===== config.mk =====
export PLATFORM = sky130hd
export DESIGN_NAME = comm_fault_status_bank
export DESIGN_NICKNAME = d
export VERILOG_FILES = /design/src/inc/comm_fault_pkg.sv /design/src/core/comm_fault_status_bank.sv /design/src/core/comm_fault_flag.sv
export VERILOG_INCLUDE_DIRS = /design/src /design/src/inc
export SDC_FILE = /design/constraint.sdc
export NUM_CORES = 1
export LEC_CHECK = 0
export ABC_AREA = 0
export BUFFER_PORTS_ARGS = -buffer_cell sky130_fd_sc_hd__clkbuf_2
export CORE_MARGIN = 5
export CORE_UTILIZATION = 48
export CTS_CLUSTER_SIZE = 12
export DETAILED_ROUTE_END_ITERATION = 10
export PLACE_DENSITY = 0.8
export SLEW_MARGIN = 20
export SYNTH_ARGS = -nofsm -noshare
export SYNTH_HDL_FRONTEND = slang
export SYNTH_SLANG_ARGS = --single-unit

===== constraint.sdc =====
create_clock -name CORE_CLK -period 2.2 [get_ports CORE_CLK]
set_input_delay 0.11 -clock CORE_CLK [delete_from_list [all_inputs] [get_ports CORE_CLK]]
set_output_delay 0.11 -clock CORE_CLK [all_outputs]
set_load 0.005 [all_outputs]

===== src/inc/comm_fault_defines.svh =====
/*
  Offsets, field positions, reset values and timing counts of the
  communication fault status bank. Assumes a 125 MHz core clock.
*/
// Summary of operation
// - Set upper-stack flag when a received transaction carries fault status from above.
// - Clear upper-stack flag only when received fault status shows no fault.
// - Set heartbeat-missing flag when no heartbeat arrives within the expected interval.
// - Set heartbeat-too-fast flag when heartbeats arrive more often than allowed.
// - A fault tone soon after a heartbeat also sets heartbeat-too-fast.
// - Supervise low-side port when direction select is 0, high side when 1.
// - Set fault-tone flag when a tone arrives on the supervised port.
// - Summary bit rises when heartbeat mask is 0 and a heartbeat flag is set.
`ifndef COMM_FAULT_DEFINES_SVH
`define COMM_FAULT_DEFINES_SVH

// Register indices; byte address is four times the index
`define REG_HOST_UART_IDX    14'h0530
`define REG_CHAIN_PORT_IDX   14'h0531
`define REG_STACK_TONE_IDX   14'h0532
`define REG_MONITOR_CTRL_IDX 14'h0540
`define REG_FLAG_CLEAR_IDX   14'h0541

`define FLAG_RESET 8'h00
`define CTRL_RESET 8'h00

// Control register fields
`define CTRL_DIR_SEL    0
`define CTRL_MASK_HOST  1
`define CTRL_MASK_CHAIN 2
`define CTRL_MASK_HB    3
`define CTRL_MASK_TONE  4
`define CTRL_MASK_UPPER 5

// Clear register fields, write one to clear
`define CLR_HOST  0
`define CLR_CHAIN 1
`define CLR_HB    2
`define CLR_TONE  3

// Stack, tone and heartbeat register fields
`define S3_HEARTBEAT_TOO_FAST_FLAG 0
`define S3_HEARTBEAT_MISSING_FLAG 1
`define S3_TONE    2
`define S3_UPPER   3

// Heartbeat timing
`define CORE_CLK_NS 8
`define HB_MIN_NS   1000
`define HB_MAX_NS   2000000
`define HB_MIN_CYC  ((`HB_MIN_NS + `CORE_CLK_NS - 1) / `CORE_CLK_NS)
`define HB_MAX_CYC  (`HB_MAX_NS / `CORE_CLK_NS)

`endif


===== src/inc/comm_fault_pkg.sv =====
/*
  Types of the communication fault status bank.
  Assumes the defines header for numeric values.
*/
package comm_fault_pkg;

    typedef struct packed {
        logic host_tx_response_err;
        logic host_rx_response_err;
        logic host_rx_command_err;
        logic link_clear_seen;
        logic unexpected_stop_seen;
    } host_fault_type;

    typedef struct packed {
        logic tx_response_err;
        logic rx_response_err;
        logic rx_command_err;
        logic bit_err;
    } chain_fault_type;

    typedef struct packed {
        logic heartbeat;
        logic fault_tone;
    } link_event_type;

    typedef struct packed {
        logic       valid;
        logic [7:0] fault_status;
    } stack_rx_type;

    typedef enum logic [1:0] {
        BUS_IDLE = 2'b01,
        BUS_DONE = 2'b10
    } bus_state_type;

endpackage


===== src/core/comm_fault_status_bank.sv =====
/*
  Communication fault status bank: host UART, chain port, upper-stack,
  fault tone and heartbeat flags, read over Avalon-MM.
  Assumes all inputs synchronous to CORE_CLK; event inputs are pulses.
*/
// Our own choice: the Avalon-MM register port.
`timescale 1ns/1ps
`default_nettype none
`include "comm_fault_defines.svh"
module comm_fault_status_bank
    import comm_fault_pkg::*;
#(
    parameter int HB_MIN_CYCLES = `HB_MIN_CYC,
    parameter int HB_MAX_CYCLES = `HB_MAX_CYC,
    parameter int CNT_W         = 18
) (
    // Clock, reset, enable
    input  wire logic            CORE_CLK,
    input  wire logic            RST_N,
    input  wire logic            CORE_CE,
    // Avalon-MM slave
    input  wire logic [15:0]     AVS_ADDRESS,
    input  wire logic            AVS_READ,
    input  wire logic            AVS_WRITE,
    input  wire logic [31:0]     AVS_WRITEDATA,
    input  wire logic [3:0]      AVS_BYTEENABLE,
    output logic      [31:0]     AVS_READDATA,
    output logic                 AVS_WAITREQUEST,
    // Fault events
    input  wire host_fault_type  HOST_FAULT,
    input  wire chain_fault_type LOW_FAULT,
    input  wire chain_fault_type HIGH_FAULT,
    input  wire stack_rx_type    STACK_RX,
    input  wire link_event_type  LOW_LINK,
    input  wire link_event_type  HIGH_LINK,
    // Summary
    output logic                 FAULT_OVERVIEW
);
    bus_state_type    state;
    bus_state_type    next_state;
    logic [31:0]      next_readdata;
    logic [7:0]       ctrl;
    logic [7:0]       next_ctrl;
    logic [13:0]      index;
    logic             wr_done;
    logic [3:0]       clr;
    logic [4:0]       host_flags;
    logic [7:0]       chain_flags;
    logic [2:0]       hb_flags;
    logic             upper_stack_fault_seen;
    logic             next_upper;
    logic             next_overview;
    logic             dir_sel;
    logic             hb_evt;
    logic             tone_evt;
    logic [CNT_W-1:0] hb_count;
    logic [CNT_W-1:0] next_hb_count;
    logic             hb_armed;
    logic             next_hb_armed;
    logic             hb_timeout;
    logic             hb_early;
    logic [2:0]       hb_set;
    logic [7:0]       stack_reg;

    assign index   = AVS_ADDRESS[15:2];
    assign wr_done = AVS_WRITE && state == BUS_DONE && CORE_CE;
    // Frozen core must not complete a transfer
    assign AVS_WAITREQUEST = (AVS_READ || AVS_WRITE) && !(state == BUS_DONE && CORE_CE);
    assign dir_sel = ctrl[`CTRL_DIR_SEL];

    // Bus handshake and register writes
    always_comb
    begin
        next_state    = state;
        next_readdata = AVS_READDATA;
        next_ctrl     = ctrl;
        clr           = 4'h0;
        case (state)
            BUS_IDLE:
            begin
                if (AVS_READ || AVS_WRITE)
                    next_state = BUS_DONE;
                next_readdata = 32'h0000_0000;
                if (AVS_READ)
                begin
                    case (index)
                        `REG_HOST_UART_IDX:    next_readdata = {27'h0, host_flags};
                        `REG_CHAIN_PORT_IDX:   next_readdata = {24'h0, chain_flags};
                        `REG_STACK_TONE_IDX:   next_readdata = {24'h0, stack_reg};
                        `REG_MONITOR_CTRL_IDX: next_readdata = {24'h0, ctrl};
                        default:               next_readdata = 32'h0000_0000;
                    endcase
                end
            end
            BUS_DONE:
            begin
                next_state = BUS_IDLE;
                if (wr_done && AVS_BYTEENABLE[0])
                begin
                    if (index == `REG_MONITOR_CTRL_IDX)
                        next_ctrl = {2'h0, AVS_WRITEDATA[5:0]};
                    if (index == `REG_FLAG_CLEAR_IDX)
                        clr = AVS_WRITEDATA[3:0];
                end
            end
            default:
                next_state = BUS_IDLE;
        endcase
    end

    always_ff @(posedge CORE_CLK)
    begin
        if (!RST_N)
        begin
            state        <= BUS_IDLE;
            AVS_READDATA <= 32'h0000_0000;
            ctrl         <= `CTRL_RESET;
        end
        else if (CORE_CE)
        begin
            state        <= next_state;
            AVS_READDATA <= next_readdata;
            ctrl         <= next_ctrl;
        end
    end

    // Host UART and chain port flags
    comm_fault_flag #(.W(5)) u_host_flags (
        .clk   (CORE_CLK),
        .rst_n (RST_N),
        .ce    (CORE_CE),
        .set   (HOST_FAULT),
        .clr   ({5{clr[`CLR_HOST]}}),
        .q     (host_flags)
    );

    comm_fault_flag #(.W(8)) u_chain_flags (
        .clk   (CORE_CLK),
        .rst_n (RST_N),
        .ce    (CORE_CE),
        .set   ({LOW_FAULT, HIGH_FAULT}),
        .clr   ({8{clr[`CLR_CHAIN]}}),
        .q     (chain_flags)
    );

    // Heartbeat and tone supervision on the selected port
    always_comb
    begin
        hb_evt   = dir_sel ? HIGH_LINK.heartbeat  : LOW_LINK.heartbeat;
        tone_evt = dir_sel ? HIGH_LINK.fault_tone : LOW_LINK.fault_tone;
        hb_timeout = !hb_evt && hb_count == CNT_W'(HB_MAX_CYCLES - 1);
        // No previous heartbeat means nothing can be too early
        hb_early = hb_armed && hb_count < CNT_W'(HB_MIN_CYCLES - 1);
        next_hb_armed = hb_armed || hb_evt;
        if (hb_evt || hb_timeout)
            next_hb_count = '0;
        else
            next_hb_count = hb_count + {{(CNT_W-1){1'b0}}, 1'b1};
        hb_set[`S3_HEARTBEAT_MISSING_FLAG] = hb_timeout;
        hb_set[`S3_HEARTBEAT_TOO_FAST_FLAG] = (hb_evt || tone_evt) && hb_early;
        hb_set[`S3_TONE]    = tone_evt;
    end

    always_ff @(posedge CORE_CLK)
    begin
        if (!RST_N)
        begin
            hb_count <= '0;
            hb_armed <= 1'b0;
        end
        else if (CORE_CE)
        begin
            hb_count <= next_hb_count;
            hb_armed <= next_hb_armed;
        end
    end

    comm_fault_flag #(.W(3)) u_hb_flags (
        .clk   (CORE_CLK),
        .rst_n (RST_N),
        .ce    (CORE_CE),
        .set   (hb_set),
        .clr   ({clr[`CLR_TONE], clr[`CLR_HB], clr[`CLR_HB]}),
        .q     (hb_flags)
    );

    // Upper-stack flag follows each received transaction
    always_comb
    begin
        next_upper = upper_stack_fault_seen;
        if (STACK_RX.valid)
            next_upper = |STACK_RX.fault_status;
        stack_reg = {4'h0, upper_stack_fault_seen, hb_flags};
        next_overview = (!ctrl[`CTRL_MASK_HOST]  && |host_flags)
                     || (!ctrl[`CTRL_MASK_CHAIN] && |chain_flags)
                     || (!ctrl[`CTRL_MASK_HB]
                         && (hb_flags[`S3_HEARTBEAT_TOO_FAST_FLAG] || hb_flags[`S3_HEARTBEAT_MISSING_FLAG]))
                     || (!ctrl[`CTRL_MASK_TONE]  && hb_flags[`S3_TONE])
                     || (!ctrl[`CTRL_MASK_UPPER] && upper_stack_fault_seen);
    end

    always_ff @(posedge CORE_CLK)
    begin
        if (!RST_N)
        begin
            upper_stack_fault_seen <= 1'b0;
            FAULT_OVERVIEW         <= 1'b0;
        end
        else if (CORE_CE)
        begin
            upper_stack_fault_seen <= next_upper;
            FAULT_OVERVIEW         <= next_overview;
        end
    end
endmodule
`default_nettype wire


===== src/core/comm_fault_flag.sv =====
/*
  Group of sticky fault flags with per-bit clear.
  Assumes set and clear are one-cycle pulses in the core clock domain.
*/
`timescale 1ns/1ps
`default_nettype none
`include "comm_fault_defines.svh"
module comm_fault_flag #(
    parameter int W = 8
) (
    // Clock and reset
    input  wire logic         clk,
    input  wire logic         rst_n,
    input  wire logic         ce,
    // Events
    input  wire logic [W-1:0] set,
    input  wire logic [W-1:0] clr,
    // Flags
    output logic      [W-1:0] q
);
    logic [W-1:0] next_q;

    // Set wins over a clear in the same cycle
    always_comb
    begin
        next_q = (q & ~clr) | set;
    end

    always_ff @(posedge clk)
    begin
        if (!rst_n)
            q <= '0;
        else if (ce)
            q <= next_q;
    end
endmodule
`default_nettype wire


==> reports/results.ini, run 1 <==
[status]
outcome = finished clean

[drt]
highest_layer = met4
routedWlPerCell_um = 15.0
drtIter0Drc = 123
num_vias = 2619
wl_met2_mm = 3.44
ant_nets = 0
drt_pass1_iterations = 4
wirelength_mm = 6.87
drcViolationCount = 0
met1Wirelength_mm = 2.75
via_per_inst = 5.73
dr_wl_met3_um = 474

[setup_path]
crit_path_start_kind = register
path_class = reg2reg
crit_arrival_ns = 2.08
cpPeakStageDelay_ns = 0.58
r2r_cells = 4
crit_chain = nand4_2 > or4b_4 > or3_1 > a221oi_2
reg2reg_to = hb_count[15]
cpMaxStageDelayCell = or4b_4
cp_max_fo = 8
critPathLaunch = hb_count[2]
reg2reg_from = hb_count[2]
endpoint_kind = register
reg2reg_setup_slack_ns = 0.35
cp.required_ns = 2.43

[floorplanning]
placementRows = 28
dieWidth_um = 86.6
ioPinCount = 117
core_area_um2 = 5820
start_util = 0.485
die_h_um = 86.6
die-area_um2 = 7510

[power]
internal_power_mw = 1.43
power_switching_uw = 465
ir_worst_vdd_v = 0.000336
p_clk_frac = 0.350
seq_power_share = 0.535
power_frac_comb = 0.115
p_leak_nw = 1.33
pwr_density_cell_nw_per_um2 = 585
switching_share = 0.246

[logic_synthesis]
synthMuxAreaShare = 0.0470
yosys.area_share.adder = 0.00444
ys.flop_type = dfxtp_1
synth-async-reset-ratio = 0
ys_seq_elements = 53
synth_area_um2 = 2820
synthSimpleGateAreaFrac = 0.241
synth_area_leaders = dfxtp_1 38%, buf_4 6.4%, nand2_1 4.0%
postSynthCellCount = 323
synth_edf_count = 0
synth_cell_types = 51
synth-compound-area-share = 0.206
syn_area_per_cell_um2 = 8.73
synth_top_family_by_area = simple AND/OR/NAND/NOR gates
synth_top_area_cell = dfxtp_1
synth-xor-area-share = 0.0280
yosysTopAreaCellShare = 0.376
ys_seq_area_frac = 0.376
ys.warnings.count = 0

[layout]
syn_to_final_growth_pct = 14.8
nFillCells = 534
final_cell_area_um2 = 3240
n_antenna_cell = 0
drive_gt1_frac = 0.220
finalNetCount = 465
final_util = 0.556

[clock_network]
postCtsSetupRepairBufs = 0
numCtsBuffers = 5
clockBufferDepth = 2
cts_root_buffer = clkbuf_8
cts.clk_slew.worst_paths_ns = 0.10
cts_max_level = 2
clock_sinks = 53
clock_latency_ns = 0.32
cts_tree = yes

[sta]
fmax_mhz = 541
tightest_slew_ns = 0.719
period_share = 0.840
hold_viol_final = 0
max_slew_margin = 0.518
finalSetupTns_ns = 0
maxSlewViolCount = 0
setup_viol = 0
rsz0062_at_grt = false
worst_hold_slack_ns = 0.00238
period_needed_ns = 1.85
fin_skew_ns = 0.0108

[grt]
track_usage = 0.185
grt_pass1_wl_mm = 11.1
grt_max_degree = 25
gr-total-overflow = 0
grt_pass1_vias = 2395
antenna_found_initial = 0

[placed_design]
gp_congestion = 0.855
dp_hpwl_mm = 5.31
placed_cell_area_um2 = 3100
placement.io_buffers = 61

[run]
maxCapViolCount = 0

[min_path]
holdPathEnd = u_host_flags.q[1]
min_from = HOST_FAULT[1]
hold_class = in2reg
hold_depth = 2

## worst max-delay path: cells and delay by family, from the launching register on
family | cells | cell delay (ns)
compound gates | 1 | 0.23
simple gates | 3 | 1.08
flops | 1 | 0.46
## how the worst max path moves through the flow
stage,endpoint,slack (ns),cells after the start
floorplan,hb_count[15],0.42,5
global placement,hb_count[17],0.40,4
detailed placement,ctrl[1],0.35,5
CTS,hb_count[15],0.36,4
global route,hb_count[17],0.23,4
finish,hb_count[15],0.35,4
## per-stage QoR
stage	power (mW)	worst slack, ns	std cells
floorplan	1.19	0.424	346
global placement	1.24	0.399	447
detailed placement	1.25	0.352	447
CTS	1.90	0.361	455
global route	1.97	0.233	457
finish	1.89	0.351	457
## synthesized netlist by cell type, types with 4 or more instances
| cell type | n |
|---|---|
| a22o_1 | 9 |
| mux2i_1 | 11 |
| a221o_1 | 4 |
| o21ai_0 | 6 |
| and2_1 | 4 |
| buf_4 | 24 |
| inv_1 | 5 |
| o21ai_1 | 4 |
| nand3_1 | 9 |
| or3_1 | 5 |
| and3_1 | 5 |
| xor2_1 | 6 |
| clkbuf_1 | 14 |
| dfxtp_1 | 53 |
| nor2_1 | 14 |
| nand2_1 | 30 |
| nand4_1 | 12 |
| a221oi_1 | 4 |
| nor2b_1 | 5 |
| nor3_1 | 13 |
| buf_2 | 4 |
| a211oi_1 | 9 |
| and4_1 | 5 |
| a2bb2oi_1 | 4 |
| nor4_1 | 6 |
| a32o_1 | 5 |
| a21oi_1 | 15 |
## layout by cell type (no fill, tap or decap), types with 3 or more instances in the layout
cell type and n:
a2bb2oi_1 4, nand3b_1 3, and4_1 5, a211oi_1 9
buf_4 7, xnor2_1 3, nor2b_1 5, xor2_1 6
clkbuf_8 5, mux2i_1 11, o21ai_1 4, a221oi_1 4
nand2_1 30, a21oi_1 15, or3_1 5, a32o_1 5
nand4_1 12, nor3_1 13, o21ai_0 6, a22o_1 9
conb_1 24, nand3_1 9, dfxtp_1 53, a31oi_1 3
and3_1 5, clkbuf_2 61, and2_1 4, nor2_1 14
nor4_1 6, inv_1 5, a221o_1 4
## power groups by stage
| stage | Sequential, mW | Combinational [mW] | Clock (mW) |
|---|---|---|---|
| after floorplan | 1.03 | 0.160 | 0 |
| after global placement | 1.03 | 0.207 | 0 |
| after detailed placement | 1.03 | 0.212 | 0 |
| after CTS | 1.01 | 0.213 | 0.673 |
| after global routing | 1.02 | 0.241 | 0.717 |
| final | 1.01 | 0.218 | 0.662 |
## flip-flops by register name (all words and copies together) (netlist names)
register / flops
hb_count: 18
AVS_READDATA: 8
u_chain_flags.q: 8
ctrl: 6
u_host_flags.q: 5
u_hb_flags.q: 3
state: 2
FAULT_OVERVIEW: 1
hb_armed: 1
upper_stack_fault_seen: 1
## routing by layer
metal  GRT usage  vias up
li1            -     1284
met1       0.214     1215
met2       0.321      102
met3      0.0437       18
met4      0.0836        0
met5           0        -
## kinds of logic (layout without fill, tap and decap cells)
logic type	after synthesis	after routing
xor+xnor	9	9
buf+inv	47	83
simple gates	122	122
other cells	1	24
mux	13	13
flops	53	53
fa+ha+maj	1	1
compound gates	77	77
## cell type report
class                   count  area [µm²]  area share
clock buffers               6        72.6      0.0224
clock inverters             2        38.8      0.0120
inverters                   5        18.8     0.00580
multi-input cells         246        1570       0.486
flip-flops and latches     53        1060       0.328
well taps                  75        93.8      0.0290
repair buffers             70         378       0.117
## timing repair
action	in CTS	in global routing
hold buffers	0	2
hold endpoints to repair	0	2
gates resized for setup	0	0
Note: power is estimated with default switching activity, not from simulation.
==> run 2, diff against run 1 <==
--- a/config.mk
+++ b/config.mk
@@ -9,10 +9,10 @@
 export ABC_AREA = 0
 export BUFFER_PORTS_ARGS = -buffer_cell sky130_fd_sc_hd__clkbuf_2
 export CORE_MARGIN = 5
-export CORE_UTILIZATION = 48
+export CORE_UTILIZATION = 43
 export CTS_CLUSTER_SIZE = 12
 export DETAILED_ROUTE_END_ITERATION = 10
-export PLACE_DENSITY = 0.8
+export PLACE_DENSITY = 0.76
 export SLEW_MARGIN = 20
 export SYNTH_ARGS = -nofsm -noshare
 export SYNTH_HDL_FRONTEND = slang
==> constraint.sdc (replaced) <==
create_clock -name CORE_CLK -period 1.6 [get_ports CORE_CLK]
set_input_delay 0.08 -clock CORE_CLK [delete_from_list [all_inputs] [get_ports CORE_CLK]]
set_output_delay 0.08 -clock CORE_CLK [all_outputs]
set_load 0.005 [all_outputs]
==> reports/results.ini, run 2 (synthesis gave the netlist of run 1 again) <==
[setup_path]
cp_max_fo = 3  ; -5
crit_arrival_ns = 1.96  ; -0.12 ns
reg2reg_to = hb_count[17]
endpoint_kind = register
cp.required_ns = 1.83  ; -0.60 ns
r2r_cells = 4  ; unchanged
path_class = reg2reg
reg2reg_from = hb_count[13]
crit_path_start_kind = register
reg2reg_setup_slack_ns = -0.13  ; -0.48 ns

[power]
pwr_density_cell_nw_per_um2 = 684  ; +17%
switching_share = 0.272  ; +0.0267
ir_worst_vdd_v = 0.000515  ; +53%
p_leak_nw = 1.56  ; +17%
power_frac_comb = 0.138  ; +0.023
power_switching_uw = 692  ; +49%
internal_power_mw = 1.85  ; +30%
p_clk_frac = 0.314  ; -0.036
seq_power_share = 0.548  ; +0.013

[clock_network]
cts_root_buffer = clkbuf_8
numCtsBuffers = 5  ; unchanged
clock_latency_ns = 0.31  ; about the same
clock_sinks = 53  ; unchanged
cts_tree = yes
cts.clk_slew.worst_paths_ns = 0.10  ; about the same
cts_max_level = 2  ; unchanged
clockBufferDepth = 2  ; unchanged

[placed_design]
placement.io_buffers = 61  ; unchanged
gp_congestion = 0.903  ; +5.6%
dp_hpwl_mm = 5.76  ; +8.4%

[sta]
setup_viol = 6  ; +6
period_needed_ns = 1.73  ; -0.121 ns
max_slew_margin = 0.623  ; +0.105
maxSlewViolCount = 0  ; unchanged
tightest_slew_ns = 0.565  ; -0.154 ns
hold_viol_final = 0  ; unchanged
fmax_mhz = 579  ; +7.0%
finalWorstSetupSlack_ns = -0.128  ; -0.479 ns
period_share = 1.08  ; +0.240
rsz0062_at_grt = true
worst_hold_slack_ns = 0.0147  ; +0.0123 ns
fin_skew_ns = 0.00901  ; -0.00179 ns

[layout]
register_area_um2 = 1080  ; +1.7%
largest_reg_flops = 18  ; unchanged
multi_input_area_um2 = 1660  ; +5.3%
nFillCells = 559  ; +4.7%
finalNetCount = 512  ; +10%
n_antenna_cell = 0  ; unchanged
syn_to_final_growth_pct = 31.9
drive_gt1_frac = 0.352  ; +0.132
top_regs = hb_count: 18 flops, AVS_READDATA: 8 flops, u_chain_flags.q: 8 flops
final_util = 0.585  ; +0.0291
mostFrequentLayoutCell = clkbuf_2
final_cell_mix = 61 x clkbuf_2, 41 x buf_4, 39 x dfxtp_1
top_register = hb_count

[min_path]
hold_class = in2reg
hold_depth = 2  ; unchanged
holdPathEnd = u_host_flags.q[3]
min_from = HOST_FAULT[3]

[floorplanning]
core_area_um2 = 6350  ; +9.2%
ioPinCount = 117  ; unchanged
start_util = 0.444  ; -0.0408
die-area_um2 = 8270  ; +10%
placementRows = 29  ; +3.6%
dieWidth_um = 91.0  ; +5.0%
die_h_um = 91.0  ; +5.0%

[grt]
antenna_found_initial = 0  ; unchanged
top_usage_layer = met2
grt_pass1_vias = 2805  ; +17%
use_met2 = 0.321  ; +0.000329
track_usage = 0.190  ; +0.00528
grt_util_met3 = 0.0479  ; +0.00421
use_met1 = 0.232  ; +0.0174
grt_max_degree = 24  ; -4.0%
grt_pass1_wl_mm = 13.2  ; +19%
gr-total-overflow = 0  ; unchanged

[drt]
drcViolationCount = 0  ; unchanged
routedWlPerCell_um = 15.8  ; +5.0%
num_vias = 2823  ; +7.8%
drtIter0Drc = 142  ; +15%
via_per_inst = 5.58  ; -2.6%
drt_pass1_iterations = 4  ; unchanged
ant_nets = 0  ; unchanged
wirelength_mm = 7.98  ; +16%

[run]
maxCapViolCount = 0  ; unchanged

[status]
outcome = complete, but fails checks
violations = negative setup slack

## run 2: cell count changes in the layout (fill, tap and decap cells not counted), moves of 3 or more
| cell | delta |
|---|---|
| a21oi_2 | +3 |
| dfxtp_1 | -14 |
| dlygate4sd3_1 | +12 |
| buf_4 | +34 |
| dfxtp_2 | +14 |
| a21oi_1 | -3 |
## run 2: how the worst max path moves through the flow
stage	startpoint	to	slack (ns)
after floorplan	hb_count[0]	hb_count[15]	-0.11
after global placement	hb_count[9]	hb_count[1]	-0.07
after detailed placement	hb_count[9]	hb_count[15]	-0.12
after CTS	hb_count[6]	hb_count[15]	-0.06
after global routing	hb_count[6]	hb_count[15]	-0.17
final	hb_count[13]	hb_count[17]	-0.13
## run 2: final cells by class
cell class	instances	area share
clock buffer	5	0.0185
clock inverter	3	0.00673
inverter	5	0.00505
multi-input combinational	246	0.446
sequential	53	0.290
tap	77	0.0259
timing repair buffer	117	0.208
## run 2: power by group through the flow
stage / Clock [mW] / Sequential [mW] / Combinational, mW
after floorplan: 0 / 1.41 / 0.220
after global placement: 0 / 1.42 / 0.305
after detailed placement: 0 / 1.42 / 0.312
after CTS: 0.812 / 1.39 / 0.342
after global routing: 0.891 / 1.40 / 0.386
final: 0.798 / 1.39 / 0.351
## run 2: critical path: stages (launching register included)
cell	delay (ns)
dfxtp_2	0.35
nand4_1	0.18
or4b_4	0.54
or3_1	0.34
a221oi_2	0.24
## run 2: repair_timing
item,4_1_cts,5_1_grt
gates cloned,0,0
hold buffers,14,0
gates resized for setup,18,12
setup buffers,4,1
hold endpoints to repair,14,0
pin swaps,6,7
setup endpoints to repair,25,16
## run 2: per-layer routing
metal  vias to the layer above  share of wire
met5                         -              0
met4                         0          0.025
met3                        22          0.072
met2                       108           0.49
met1                      1312           0.42
li1                       1381              -
## run 2: per-stage QoR
| stage | setup WS, ns | std cells | power, mW | cell area [µm²] | setup TNS (ns) |
|---|---|---|---|---|---|
| 3_3_place_gp | -0.0657 | 479 | 1.72 | 3350 | -0.477 |
| 5_1_grt | -0.171 | 506 | 2.67 | 3720 | -0.781 |
| 6_report | -0.128 | 506 | 2.54 | 3720 | -0.386 |
| 4_1_cts | -0.0596 | 505 | 2.55 | 3660 | -0.185 |
| 2_1_floorplan | -0.112 | 346 | 1.63 | 2920 | -0.449 |
| 3_5_place_dp | -0.122 | 479 | 1.73 | 3350 | -0.894 |
==> run 3, diff against run 2 <==
--- a/config.mk
+++ b/config.mk
@@ -12,7 +12,7 @@
 export CORE_UTILIZATION = 43
 export CTS_CLUSTER_SIZE = 12
 export DETAILED_ROUTE_END_ITERATION = 10
-export PLACE_DENSITY = 0.76
+export PLACE_DENSITY = 0.75
 export SLEW_MARGIN = 20
 export SYNTH_ARGS = -nofsm -noshare
 export SYNTH_HDL_FRONTEND = slang
==> reports/results.ini, run 3 (synthesis gave the netlist of run 1 again) <==
[status]
outcome = complete, but fails checks
violations = negative setup slack

[clock_network]
cts_tree = yes
cts_max_level = 2  ; unchanged
clockBufferDepth = 2  ; unchanged
cts_root_buffer = clkbuf_8
cts.clk_slew.worst_paths_ns = 0.10  ; about the same
clock_sinks = 53  ; unchanged
clock_latency_ns = 0.32  ; about the same
numCtsBuffers = 5  ; unchanged

[sta]
max_slew_margin = 0.601  ; -0.0223
finalWorstSetupSlack_ns = -0.105  ; +0.0230 ns
fin_skew_ns = 0.0130  ; +0.00399 ns
worst_hold_slack_ns = 0.00784  ; -0.00685 ns
period_share = 1.07  ; -0.0144
period_needed_ns = 1.70  ; -0.0230 ns
maxSlewViolCount = 0  ; unchanged
rsz0062_at_grt = true
finalSetupTns_ns = -1.07  ; -0.685 ns
setup_viol = 19  ; +13
fmax_mhz = 587  ; +1.4%
tightest_slew_ns = 0.598  ; +0.0335 ns
hold_viol_final = 0  ; unchanged

[power]
internal_power_mw = 1.85  ; +0.16%
p_clk_frac = 0.318  ; +0.004
p_total_mw = 2.56  ; +0.85%
p_leak_nw = 1.60  ; +2.5%
switching_share = 0.277  ; +0.00494
power_switching_uw = 710  ; +2.7%
power_frac_comb = 0.139  ; about the same
seq_power_share = 0.543  ; -0.005
pwr_density_cell_nw_per_um2 = 672  ; -1.8%
ir_worst_vdd_v = 0.000457  ; -11%

[placed_design]
placement.io_buffers = 61  ; unchanged
dp_hpwl_mm = 5.76  ; about the same
placed_cell_area_um2 = 3360  ; +0.30%
gp_congestion = 0.908  ; +0.55%

[drt]
highest_layer = met4
drtIter0Drc = 87  ; -39%
ant_nets = 0  ; unchanged
wl_met2_mm = 4.09  ; +4.9%
num_vias = 2833  ; +0.35%
wirelength_mm = 8.07  ; +1.1%
routedWlPerCell_um = 15.8  ; +0.28%
via_per_inst = 5.55  ; -0.43%
dr_wl_met3_um = 487  ; -15%
met1Wirelength_mm = 3.32  ; about the same
drcViolationCount = 0  ; unchanged
drt_pass1_iterations = 4  ; unchanged

[layout]
n_antenna_cell = 0  ; unchanged
nFillCells = 536  ; -4.1%
top_regs = hb_count: 18 flops, AVS_READDATA: 8 flops, u_chain_flags.q: 8 flops
final_cell_mix = 61 x clkbuf_2, 39 x dfxtp_1, 39 x buf_4
drive_gt1_frac = 0.372  ; +0.0198
syn_to_final_growth_pct = 35.4
final_cell_area_um2 = 3820  ; +2.7%
finalNetCount = 516  ; +0.78%
top_register = hb_count
largest_reg_flops = 18  ; unchanged
mostFrequentLayoutCell = clkbuf_2
final_util = 0.601  ; +0.0156

[run]
maxCapViolCount = 0  ; unchanged

[setup_path]
path_class = reg2reg
crit_path_start_kind = register
cpMaxStageDelayCell = or4b_4
cp_max_fo = 4  ; +1
crit_arrival_ns = 1.94  ; -0.02 ns
cpPeakStageDelay_ns = 0.59  ; +0.05 ns
endpoint_kind = register
cp.required_ns = 1.84  ; about the same
crit_chain = nand4_1 > or4b_4 > or3_4 > a221oi_2

[floorplanning]
ioPinCount = 117  ; unchanged
dieWidth_um = 91.0  ; unchanged
start_util = 0.444  ; unchanged
die-area_um2 = 8270  ; unchanged
placementRows = 29  ; unchanged
core_area_um2 = 6350  ; unchanged
die_h_um = 91.0  ; unchanged

[grt]
grt_pass1_wl_mm = 12.8  ; -3.0%
grt_pass1_vias = 2743  ; -2.2%
track_usage = 0.183  ; -0.00684
antenna_found_initial = 0  ; unchanged
grt_max_degree = 24  ; unchanged
gr-total-overflow = 0  ; unchanged

[min_path]
hold_class = in2reg

-- run 3: cell count changes in the layout (fill, tap and decap cells not counted), moves of 2 or more --
cell / previous run / this run
a211oi_1: 9 / 2
buf_6: 0 / 6
a211oi_2: 0 / 7
buf_4: 41 / 39
-- run 3: metrics by stage --
step / instances / setup slack, ns
floorplan: 346 / -0.112
global placement: 482 / -0.0436
detailed placement: 482 / -0.0751
CTS: 505 / -0.0833
global route: 510 / -0.165
finish: 510 / -0.105
-- run 3: worst max-delay path: cells and delay by family, from the launching register on --
| family | cells | cell delay, ns |
|---|---|---|
| AO/OA/AOI/OAI | 1 | 0.20 |
| flip-flops | 1 | 0.36 |
| AND/OR/NAND/NOR | 3 | 1.07 |
-- run 3: worst paths after layout --
kind / slack [ns] / from / depth (start not counted) / endpoint
max: -0.10 / hb_count[10] / 4 / hb_count[17]
min: 0.008 / AVS_WRITEDATA[3] / 3 / ctrl[3]
max reg2reg: -0.10 / hb_count[10] / 4 / hb_count[17]
min reg2reg: 0.46 / AVS_READDATA[4] / 2 / AVS_READDATA[4]
-- run 3: routing by layer --
layer	global-route usage	vias up
met5	0	-
met3	0.0455	15
met2	0.306	84
met4	0.0782	0
li1	-	1387
met1	0.223	1347
-- run 3: layout make-up --
cell class | count | area [µm²] | area share
Clock buffer | 5 | 68.8 | 0.0180
Clock inverter | 3 | 25.0 | 0.00656
Inverter | 5 | 18.8 | 0.00492
Multi-Input combinational cell | 246 | 1710 | 0.449
Sequential cell | 53 | 1080 | 0.283
Tap cell | 77 | 96.3 | 0.0252
Timing Repair Buffer | 121 | 816 | 0.214
-- run 3: timing repair --
item / in CTS / in global routing
hold buffers: 15 / 0
pin swaps: 8 / 19
endpoints found under the hold margin: 15 / 0
endpoints found under the setup margin: 24 / 23
resized for setup: 10 / 35
buffers inserted: 0 / 5
cloned: 0 / 0
-- run 3: power groups by stage --
stage | sequential (mW) | clock, mW | combinational [mW]
floorplan | 1.41 | 0 | 0.220
CTS | 1.39 | 0.819 | 0.341
global route | 1.40 | 0.874 | 0.393
global placement | 1.42 | 0 | 0.303
detailed placement | 1.42 | 0 | 0.308
finish | 1.39 | 0.814 | 0.357
